$ cat src/word_order_pkg.sv
// constants shared by the word order and address encoder
package word_order_pkg;
  // request kinds
  localparam logic [1:0] KIND_DATA = 2'h0;
  localparam logic [1:0] KIND_WORD_ADDR = 2'h1;
  localparam logic [1:0] KIND_EXT_ADDR = 2'h2;
  // extended address layout
  localparam int LEVELS = 6;
  localparam int LEVEL_W = 16;
  localparam logic [7:0] ESC_BYTE = 8'hff;
  localparam logic [15:0] LVL1_DEFAULT = 16'h0003;
  // digit limits
  localparam logic [3:0] BCD_MAX = 4'h9;
  // serial timing
  localparam int CLK_HZ = 250_000_000;
  localparam int BAUD_RATE = 9600;
  localparam int BUF_DEPTH = 2;
endpackage

$ cat src/word_order_address_encoder.sv
// word serializer and logical address encoder with serial transmitter
`timescale 1ns/1ns
// Operation
// - data words are 16 bits; low byte bits 00-07, high byte bits 10-17 octal
// - each word goes out as two bytes, low byte before high byte
// - every byte is transmitted least significant bit first, like a plain uart
// - bcd words hold digits 0-9 per nibble; codes above 9 are flagged invalid
// - hex words use full nibble range, 0 to ffff, no check needed
// - word address is doubled to a byte address, sent low byte first
// - extended address describes one to six memory levels
// - first byte is a flag byte; set bit means a level value follows
// - level values below ff go direct; ff and above follow an ff byte, low first
// - the last requested level always has its flag set and value sent
module word_order_address_encoder import word_order_pkg::*; #(
  parameter int BIT_CYCLES = CLK_HZ / BAUD_RATE
) (
  input wire logic clk_sys, // system clock, 250 MHz
  input wire logic rstn, // synchronous reset, active low
  input wire logic in_valid, // request valid
  output logic in_ready, // request taken when high with in_valid
  input wire logic [1:0] in_kind, // data word, word address or extended address
  input wire logic [15:0] in_data, // data word or word address
  input wire logic in_bcd, // data word holds bcd digits
  input wire logic [5:0] in_flags, // levels requested, bit 0 is level 1
  input wire logic [2:0] in_depth, // last level wanted, 1 to 6
  input wire logic [95:0] in_levels, // level values, level 1 in low 16 bits
  output logic tx_line, // serial output, idles high
  output logic bcd_error, // one-cycle pulse: bcd word had a bad digit
  output logic busy // framer, buffer or transmitter still active
);
  localparam logic [15:0] BIT_LAST = 16'(BIT_CYCLES - 1);

  typedef enum logic [2:0] {
    S_IDLE = 3'b000, S_LO = 3'b001, S_HI = 3'b010, S_FLAG = 3'b011,
    S_LVL = 3'b100, S_ELO = 3'b101, S_EHI = 3'b110
  } frame_state_t;
  typedef enum logic [1:0] {
    TX_IDLE = 2'b00, TX_START = 2'b01, TX_DATA = 2'b10, TX_STOP = 2'b11
  } tx_state_t;

  // =====================================================================
  // helpers
  function automatic logic [15:0] level_value(input logic [95:0] lv, input logic [2:0] idx);
    level_value = lv[idx * LEVEL_W +: LEVEL_W];
  endfunction
  function automatic logic [2:0] clamp_depth(input logic [2:0] d);
    clamp_depth = (d == 3'h0) ? 3'h1 : ((d > 3'(LEVELS)) ? 3'(LEVELS) : d);
  endfunction
  function automatic logic bcd_bad(input logic [15:0] w);
    bcd_bad = (w[3:0] > BCD_MAX) || (w[7:4] > BCD_MAX) || (w[11:8] > BCD_MAX) || (w[15:12] > BCD_MAX);
  endfunction

  // =====================================================================
  // framer
  frame_state_t state, next_state;
  logic [15:0] cur_word, next_cur_word;
  logic [5:0] flags, next_flags;
  logic [2:0] depth, next_depth;
  logic [2:0] lvl_idx, next_lvl_idx;
  logic [95:0] levels, next_levels;
  logic next_in_ready, next_bcd_error;
  logic push_valid, push_ready;
  logic [7:0] push_data;
  logic [15:0] cur_lvl;
  logic [2:0] dd;
  logic [5:0] dmask;
  logic take;

  assign take = in_valid && in_ready;
  assign cur_lvl = level_value(levels, lvl_idx);

  always_comb begin
    next_state = state;
    next_cur_word = cur_word;
    next_flags = flags;
    next_depth = depth;
    next_lvl_idx = lvl_idx;
    next_levels = levels;
    next_bcd_error = 1'b0;
    push_valid = 1'b0;
    push_data = 8'h00;
    dd = clamp_depth(in_depth);
    dmask = 6'((7'h01 << dd) - 7'h01);
    case (state)
      S_IDLE: begin
        if (take) begin
          next_lvl_idx = 3'h0;
          if (in_kind == KIND_EXT_ADDR) begin
            next_levels = in_levels;
            next_depth = dd;
            next_flags = (in_flags & dmask) | 6'(7'h01 << (dd - 3'h1));
            if (dd != 3'h1 && level_value(in_levels, 3'h0) == LVL1_DEFAULT) begin
              next_flags[0] = 1'b0;
            end
            next_state = S_FLAG;
          end else if (in_kind == KIND_WORD_ADDR) begin
            next_cur_word = {in_data[14:0], 1'b0};
            next_state = S_LO;
          end else begin
            next_cur_word = in_data;
            next_bcd_error = in_bcd && bcd_bad(in_data);
            next_state = S_LO;
          end
        end
      end
      S_LO: begin
        push_valid = 1'b1;
        push_data = cur_word[7:0];
        if (push_ready) begin
          next_state = S_HI;
        end
      end
      S_HI: begin
        push_valid = 1'b1;
        push_data = cur_word[15:8];
        if (push_ready) begin
          next_state = S_IDLE;
        end
      end
      S_FLAG: begin
        push_valid = 1'b1;
        push_data = {2'b00, flags};
        if (push_ready) begin
          next_state = S_LVL;
        end
      end
      S_LVL: begin
        if (lvl_idx == depth) begin
          next_state = S_IDLE;
        end else if (!flags[lvl_idx]) begin
          next_lvl_idx = 3'(lvl_idx + 1'b1);
        end else begin
          push_valid = 1'b1;
          push_data = (cur_lvl < 16'(ESC_BYTE)) ? cur_lvl[7:0] : ESC_BYTE;
          if (push_ready) begin
            if (cur_lvl < 16'(ESC_BYTE)) begin
              next_lvl_idx = 3'(lvl_idx + 1'b1);
            end else begin
              next_state = S_ELO;
            end
          end
        end
      end
      S_ELO: begin
        push_valid = 1'b1;
        push_data = cur_lvl[7:0];
        if (push_ready) begin
          next_state = S_EHI;
        end
      end
      S_EHI: begin
        push_valid = 1'b1;
        push_data = cur_lvl[15:8];
        if (push_ready) begin
          next_lvl_idx = 3'(lvl_idx + 1'b1);
          next_state = S_LVL;
        end
      end
      default: begin
        next_state = S_IDLE;
      end
    endcase
    next_in_ready = (next_state == S_IDLE);
  end

  always_ff @(posedge clk_sys) begin
    if (!rstn) begin
      state <= S_IDLE;
      cur_word <= 16'h0000;
      flags <= 6'h00;
      depth <= 3'h1;
      lvl_idx <= 3'h0;
      levels <= '0;
      in_ready <= 1'b0;
      bcd_error <= 1'b0;
    end else begin
      state <= next_state;
      cur_word <= next_cur_word;
      flags <= next_flags;
      depth <= next_depth;
      lvl_idx <= next_lvl_idx;
      levels <= next_levels;
      in_ready <= next_in_ready;
      bcd_error <= next_bcd_error;
    end
  end

  // =====================================================================
  // byte buffer
  logic pop_valid, pop_ready;
  logic [7:0] pop_data;

  word_order_buffer #(.WIDTH(8), .DEPTH(BUF_DEPTH)) u_buffer (
    .clk_sys(clk_sys),
    .rstn(rstn),
    .s_valid(push_valid),
    .s_ready(push_ready),
    .s_data(push_data),
    .m_valid(pop_valid),
    .m_ready(pop_ready),
    .m_data(pop_data)
  );

  // =====================================================================
  // serial transmitter: start bit, eight data bits lsb first, stop bit
  tx_state_t tx_state, next_tx_state;
  logic [15:0] tx_cnt, next_tx_cnt;
  logic [2:0] tx_bit, next_tx_bit;
  logic [7:0] tx_byte, next_tx_byte;
  logic next_tx_line, next_busy;

  assign pop_ready = (tx_state == TX_IDLE);

  always_comb begin
    next_tx_state = tx_state;
    next_tx_cnt = (tx_cnt != 16'h0000) ? 16'(tx_cnt - 1'b1) : tx_cnt;
    next_tx_bit = tx_bit;
    next_tx_byte = tx_byte;
    next_tx_line = tx_line;
    case (tx_state)
      TX_IDLE: begin
        next_tx_line = 1'b1;
        if (pop_valid) begin
          next_tx_byte = pop_data;
          next_tx_line = 1'b0;
          next_tx_cnt = BIT_LAST;
          next_tx_state = TX_START;
        end
      end
      TX_START: begin
        if (tx_cnt == 16'h0000) begin
          next_tx_bit = 3'h0;
          next_tx_line = tx_byte[0];
          next_tx_cnt = BIT_LAST;
          next_tx_state = TX_DATA;
        end
      end
      TX_DATA: begin
        if (tx_cnt == 16'h0000) begin
          next_tx_cnt = BIT_LAST;
          if (tx_bit == 3'h7) begin
            next_tx_line = 1'b1;
            next_tx_state = TX_STOP;
          end else begin
            next_tx_bit = 3'(tx_bit + 1'b1);
            next_tx_line = tx_byte[3'(tx_bit + 1'b1)];
          end
        end
      end
      TX_STOP: begin
        if (tx_cnt == 16'h0000) begin
          next_tx_state = TX_IDLE;
        end
      end
      default: begin
        next_tx_state = TX_IDLE;
      end
    endcase
    next_busy = (next_state != S_IDLE) || pop_valid || push_valid || (next_tx_state != TX_IDLE);
  end

  always_ff @(posedge clk_sys) begin
    if (!rstn) begin
      tx_state <= TX_IDLE;
      tx_cnt <= 16'h0000;
      tx_bit <= 3'h0;
      tx_byte <= 8'h00;
      tx_line <= 1'b1;
      busy <= 1'b0;
    end else begin
      tx_state <= next_tx_state;
      tx_cnt <= next_tx_cnt;
      tx_bit <= next_tx_bit;
      tx_byte <= next_tx_byte;
      tx_line <= next_tx_line;
      busy <= next_busy;
    end
  end
endmodule

$ cat src/word_order_buffer.sv
// small valid/ready buffer between the byte framer and the serial transmitter
`timescale 1ns/1ns
module word_order_buffer #(
  parameter int WIDTH = 8,
  parameter int DEPTH = 2
) (
  input wire logic clk_sys, // system clock
  input wire logic rstn, // synchronous reset, active low
  input wire logic s_valid, // write side valid
  output logic s_ready, // write side ready
  input wire logic [WIDTH-1:0] s_data, // write side data
  output logic m_valid, // read side valid
  input wire logic m_ready, // read side ready
  output logic [WIDTH-1:0] m_data // read side data
);
  localparam int PW = (DEPTH > 1) ? $clog2(DEPTH) : 1;
  localparam int CW = $clog2(DEPTH + 1);

  logic [WIDTH-1:0] mem [DEPTH];
  logic [PW-1:0] wr_ptr, rd_ptr, next_wr_ptr, next_rd_ptr;
  logic [CW-1:0] count, next_count;
  logic push, pop;

  function automatic logic [PW-1:0] ptr_inc(input logic [PW-1:0] p);
    ptr_inc = (p == PW'(DEPTH - 1)) ? '0 : PW'(p + 1'b1);
  endfunction

  assign s_ready = (count != CW'(DEPTH));
  assign m_valid = (count != '0);
  assign m_data = mem[rd_ptr];
  assign push = s_valid && s_ready;
  assign pop = m_valid && m_ready;

  always_comb begin
    next_wr_ptr = push ? ptr_inc(wr_ptr) : wr_ptr;
    next_rd_ptr = pop ? ptr_inc(rd_ptr) : rd_ptr;
    next_count = count;
    if (push && !pop) begin
      next_count = CW'(count + 1'b1);
    end else if (pop && !push) begin
      next_count = CW'(count - 1'b1);
    end
  end

  always_ff @(posedge clk_sys) begin
    if (!rstn) begin
      wr_ptr <= '0;
      rd_ptr <= '0;
      count <= '0;
    end else begin
      wr_ptr <= next_wr_ptr;
      rd_ptr <= next_rd_ptr;
      count <= next_count;
    end
  end

  always_ff @(posedge clk_sys) begin
    if (push) begin
      mem[wr_ptr] <= s_data;
    end
  end
endmodule

$ cat config.mk
export PLATFORM = sky130hd
export DESIGN_NAME = word_order_address_encoder
export DESIGN_NICKNAME = d
export VERILOG_FILES = /design/src/word_order_pkg.sv /design/src/word_order_address_encoder.sv /design/src/word_order_buffer.sv
export SDC_FILE = /design/constraint.sdc
export NUM_CORES = 1
export LEC_CHECK = 0
export BUFFER_PORTS_ARGS = -buffer_cell sky130_fd_sc_hd__buf_2
export CORE_MARGIN = 2
export CORE_UTILIZATION = 40
export DETAILED_ROUTE_END_ITERATION = 10
export GPL_TIMING_DRIVEN = 0
export REMOVE_ABC_BUFFERS = 1
export SYNTH_ARGS = -nofsm -noshare
export SYNTH_HDL_FRONTEND = slang
export SYNTH_SLANG_ARGS = --single-unit
$ cat constraint.sdc
create_clock -name clk_sys -period 6.73 [get_ports clk_sys]
set_input_delay 0.3365 -clock clk_sys [delete_from_list [all_inputs] [get_ports clk_sys]]
set_output_delay 0.3365 -clock clk_sys [all_outputs]
set_load 0.02 [all_outputs]
# ---- Yosys cells after proc, flatten, opt, wreduce, memory -nomap -nowiden
# Memory sizes are Yosys's and may differ from the RTL's. A register that Yosys moved wholly into a read port is not among the register bits.
# Cells that the tools add are included.
dict set report word_totals {
  output_inout_bits 4
  latchBits 0
  elab_cells 164
  in_bits 127
  rom_bits 0
  n_memories 1
  ram_bits 16
  reg_bits 156
}
# memory depth width rd rd_ports_with_merged_regs wr line_no
set mem_list {}
lappend mem_list {u_buffer.mem 2 8 1 1 1 word_order_buffer.sv:19} ;# logic [WIDTH-1:0] mem [DEPTH];
dict set report classes {
  div_mod_pow 0
  shifts 3
  bitwise_logic 6
  eq_ne 24
  n_addsub 9
  muxes 58
  n_reduce_logical 39
  n_mul 0
  order_cmp 8
}
# operator n
set op_table {}
lappend op_table {{96-bit by 8-bit indexed part select with 16-bit output} 1}
lappend op_table {{16-bit 2-to-1 mux} 4}
lappend op_table {{3-bit 2-to-1 mux} 20}
lappend op_table {{8-bit one-hot mux with 6 select lines} 1}
lappend op_table {{16-bit one-hot mux with 2 select lines} 1}
lappend op_table {{8-bit 2-to-1 mux} 3}
lappend op_table {{3-bit one-hot mux with 6 select lines} 1}
lappend op_table {{16-bit by 2-bit equality test with 1-bit output, second input constant} 1}
lappend op_table {{4-bit > comparator, second input constant} 4}
lappend op_table {{16-bit zero test} 1}
lappend op_table {{16-bit by 8-bit < comparator with 1-bit output, second input constant} 1}
lappend op_table {{2-bit 2-to-1 mux} 8}
lappend op_table {{16-bit nonzero test} 1}
lappend op_table {{16-bit by 1-bit subtractor with 16-bit output, second input constant} 1}
lappend op_table {{1-bit 2-to-1 mux} 13}
lappend op_table {{3-bit equality test, second input constant} 4}
lappend op_table {{2-bit inequality test, second input constant} 6}
lappend op_table {{1-bit by 3-bit << shifter with 6-bit output, first input constant} 2}
lappend op_table {{5-bit OR reduction} 2}
lappend op_table {{3-bit zero test} 3}
lappend op_table {{3-bit one-hot mux with 3 select lines} 1}
lappend op_table {{3-bit AND reduction} 3}
lappend op_table {{3-bit nonzero test} 3}
lappend op_table {{3-bit by 4-bit < comparator with 1-bit output, second input constant} 2}
lappend op_table {{33 further kinds} 60}

# ---- Depth between registers and ports, before layout
dict set report logic_depth {
  ltp_word 11
  mapped_depth 12
  depth_no_buf 10
}

# ---- Hierarchy
# From an unflattened synthesis, not the netlist that was laid out.
dict set report unflattened {
  cells_unflattened 1043
  hier_area_um2 9013.6
}
# mod instances area_each_um2 cells_per_inst seq_area_each_um2
set modules_own_cells {}
lappend modules_own_cells {word_order_address_encoder 1 8204.1 993 3203.1}
lappend modules_own_cells {word_order_buffer 1 809.5 50 580.6}

# ---- Worst setup path before layout
# Ideal clock, no wire load.
dict set report synth_timing {
  kind {reg-to-reg}
  startpoint {register lvl_idx[0]}
  endpoint {register u_buffer.count[1]}
  arrival_ns 2.449
  synth_period_minus_slack_ns 2.519
  t_required_ns 6.660
  setup_ns 0.070
  n_path_buf 0
  path_slack_ns 4.211
  path_stages_with_launch 9
  path_cell_list {dfxtp_1 mux4_2 and2_1 o211ai_2 o21a_1 nor2_1 ha_1 or3_1 a21oi_1}
}
dict set report synth_between {
  elab_chain_cells 9
  word_cells_on_any_way 12
  classes_between {eq/ne: 1; mux: 6; reduce/logical: 5}
}
# item line_no
set synth_lines {}
lappend synth_lines {{from (decl)} word_order_address_encoder.sv:59} ;# logic [2:0] lvl_idx, next_lvl_idx;
lappend synth_lines {{from (signal assigned)} word_order_address_encoder.sv:181} ;# lvl_idx <= next_lvl_idx;
lappend synth_lines {{1-bit binary-select mux with 3-bit select} word_order_address_encoder.sv:130} ;# end else if (!flags[lvl_idx]) begin
lappend synth_lines {{1-bit 2-to-1 mux (not written as such)} word_order_address_encoder.sv:130}
lappend synth_lines {{1-bit 2-to-1 mux} word_order_address_encoder.sv:130}
lappend synth_lines {{1-bit 2-to-1 mux *} word_order_address_encoder.sv:128} ;# if (lvl_idx == depth) begin
lappend synth_lines {{1-bit one-hot mux with 2 select lines *} word_order_address_encoder.sv:84} ;# case (state)
lappend synth_lines {{1-bit logical AND *} word_order_buffer.sv:31} ;# assign push = s_valid && s_ready;
lappend synth_lines {{via u_buffer.push} word_order_buffer.sv:22} ;# logic push, pop;
lappend synth_lines {{1-bit zero test} word_order_buffer.sv:40} ;# end else if (pop && !push) begin
lappend synth_lines {{1-bit logical AND} word_order_buffer.sv:40}
lappend synth_lines {{2-bit nonzero test (no line)} n/a}
lappend synth_lines {{to (signal assigned)} word_order_buffer.sv:53} ;# count <= next_count;
lappend synth_lines {{to (decl)} word_order_buffer.sv:21} ;# logic [CW-1:0] count, next_count;
# The timed path passes the listed nets; every way through them passes the cells marked *. The select of a mux whose other input is x is not followed.
# A chain may end at the register's enable or synchronous reset.

# ---- Worst setup path after layout
# Same ends and word-level chain as after synthesis.

==> flow_metrics.tcl <==
set metrics [dict create \
    maxSlewViolCount 0 \
    finalPower_w 0.00312 \
    relSlewSlack_pct 21.4 \
    ys_types 66 \
    gp_congestion 0.868 \
    status "finished, final reports clean" \
    route.detailed.drc 0 \
    leakage_nw 3.59 \
    rows 53 \
    finalCritPeriodShare_pct 50.9 \
    clock_sinks 180 \
    vias 7287 \
    drive_gt1_share_pct 17.7 \
    nNetsFinal 1245 \
    min-delay-path-class "input pin to register" \
    root_buffer "clkbuf_16" \
    slowest_stage "dfxtp_2" \
    ys.flop_type "dfxtp_1" \
    timing.final.hold_violations 0 \
    n_fill_cell 2068 \
    power.density_nw_per_um2 313 \
    worst-path-buf-inv 0 \
    clock_skew_ns 0.0141 \
    cp_top_family "flip-flops" \
    endpoint "u_buffer.count[1]" \
    slowest_delay_ns 0.90 \
    ctsLongestPathBuffers 2 \
    die_h_um 151 \
    die_x_um 151 \
    cap_violations 0 \
    num_antenna_cells 0 \
    grt_max_degree 88 \
    worstPathRequired_ns 7.09 \
    postCtsSetupBuffers 0 \
    criticalPathCategory "register to register" \
    synthTopCellsByCount "236 x nand2_1, 164 x dfxtp_1, 127 x a21oi_1, 77 x nor2_1, 61 x mux2i_1" \
    overflow 0 \
    coreArea_um2 21000 \
    grt_pass1_vias 6803 \
    drt_first_pass_iters 5 \
    async_flop_share_pct 0 \
    max_freq_mhz 292 \
    yosys-top-cells-area "dfxtp_1 38%, nand2_1 10%, a21oi_1 7.4%, mux2i_1 7.1%, edfxtp_1 5.6%" \
    portBuffers 130 \
    synth_most_common_cell "nand2_1" \
    r2r_start "lvl_idx[0]" \
    synth_top_area_share_pct 38.2 \
    clkLatencyLatePin_ns 0.44 \
    setup_tns_ns 0 \
    ys_seq_area_share_pct 43.8 \
    synth.cell_area_um2 8590 \
    regToRegSetupSlack_ns 3.30 \
    cp-start-kind "register" \
    postCtsResizedCells 0 \
    cp-startpoint "lvl_idx[0]" \
    yosysTopAreaCell "dfxtp_1" \
    min_period_ns 3.43 \
    syn_avg_cell_area_um2 8.43 \
    synth_edf_count 16 \
    track_usage_pct 19.5 \
    die_area_um2 22700 \
    antenna_found_initial 0 \
    rsz0062_at_grt "false" \
    start_util_pct 40.9 \
    worstPathArrival_ns 3.79 \
    worstHoldStart "in_levels[23]" \
    dr.first_iter.drc_count 369 \
    hold_buffers 0 \
    cts.clk_slew.worst_paths_ns 0.07 \
    cts_tree "yes" \
    cts_made_buffers 17 \
    reg2regPathDepth 8 \
    netlist_instances 1019 \
    path_max_fanout 33 \
    r2r-end "u_buffer.count[1]" \
    syn2layout_area_growth_pct 16.4 \
    end_kind "register" \
    crit_chain "mux4_2, and2_1, o211ai_2, o21a_1, nor2_1, ha_1, or3_1, a21oi_1" \
    htree_levels 4 \
    ys_seq_elements 180 \
    cp.depth 8 \
    postRouteAntennaNets 0 \
    max-vdd-ir-drop_mv 0.166 \
    routed_wl_um 21600 \
    io_pins 131 \
    vias_per_cell 5.23 \
    multi_input_area_um2 4460 \
    regArea_um2 3770 \
    place_hpwl_um 15100 \
    grt_first_pass_wirelength_um 34800 \
    ys_warn_count 0 \
    tightest_slew_ns 1.17 \
    setup_viol 0 \
    post_drt_wl_per_cell_um 15.5 \
]
[power breakdown]
| part | internal [W] | switching (W) | leakage (nW) |
|---|---|---|---|
| clock | 0.000507 | 0.000461 | 0.281 |
| combinational | 0.000346 | 0.000441 | 1.82 |
| sequential | 0.00122 | 0.000149 | 1.48 |
| total | 0.00207 | 0.00105 | 3.59 |
[area by class of cell]
class	count	share of cell area, %
Clock buffer	19	4.53
Clock inverter	13	1.13
Inverter	15	0.613
Multi-Input combinational cell	755	44.6
Sequential cell	180	37.7
Tap cell	275	3.44
Timing Repair Buffer	136	7.96
[flip-flops by register name (all words and copies together), names as in the netlist]
register and cells:
depth 3, u_buffer.mem 16, flags 6, bcd_error 1
tx_byte 8, tx_cnt 16, tx_state 2, tx_line 1
u_buffer.rd_ptr 1, in_ready 1, cur_word 16, levels 96
lvl_idx 3, busy 1, tx_bit 3, state 3
u_buffer.wr_ptr 1, u_buffer.count 2
[layout by cell type, fill, tap and decap left out, drive strengths merged, types with 3 or more instances in the layout]
cell type  count
a211oi        28
a21oi        128
a221o         10
a22o           3
a22oi          5
a31oi          3
and2           6
and3           3
buf          136
clkbuf        19
clkinv         3
dfxtp        164
edfxtp        16
ha            13
inv           24
mux2           8
mux2i         61
mux4           8
nand2        236
nand2b         8
nand3          8
nand4          7
nor2          77
nor2b         10
nor3          11
nor3b          3
nor4           7
o211ai         4
o21a           7
o21ai         33
o221ai         3
o22ai         14
or2            4
or3            6
xnor2         13
xor2           5
[per-stage QoR]
step | area [um^2] | instances | hold slack [ns] | util [%] | setup WS (ns)
after floorplan | 8270 | 950 | 0.398 | - | 3.42
after global placement | 9260 | 1355 | 0.440 | 44.1 | 1.98
after detailed placement | 9430 | 1361 | 0.445 | 44.8 | 3.33
after CTS | 9990 | 1393 | 0.116 | 47.5 | 3.29
after global routing | 9990 | 1393 | 0.127 | 47.5 | 3.10
final | 9990 | 1393 | 0.127 | 47.5 | 3.30
[how the worst min path moves through the flow]
stage / endpoint / depth (start not counted)
finish: levels[23] / 3
global route: levels[62] / 3
CTS: levels[23] / 3
detailed placement: levels[49] / 2
global placement: levels[16] / 2
floorplan: tx_line / 1
[cells by family (layout without fill, tap and decap cells)]
logic type                 after synthesis  count (layout)  synth area share [%]
DFF                                    180             180                  43.8
xor gates and xnor gates                18              18                  1.84
buffers and inverters                   84             183                  4.41
muxes                                   77              77                  10.4
AOI/OAI and AO/OA                      255             255                  18.1
adders and majority gates               14              14                  2.01
and+or+nand+nor                        391             391                  19.3
[layer usage]
layer / share of wire, % / global-route usage, % / vias up
met5: 0 / 0 / -
met4: 1.3 / 5.00 / 0
met3: 3.9 / 3.88 / 20
met2: 47 / 31.9 / 138
met1: 47 / 26.4 / 3376
li1: - / - / 3753
[worst register-to-register path: cells and delay by family (launching register included)]
| kind | cells | cell delay, ns |
|---|---|---|
| AND/OR/NAND/NOR | 3 | 0.66 |
| multiplexers | 1 | 0.61 |
| adder cells (fa/ha/maj) | 1 | 0.35 |
| AO/OA/AOI/OAI | 3 | 0.84 |
| flip-flops | 1 | 0.90 |
No activity file was read; power rests on OpenSTA's default activity.
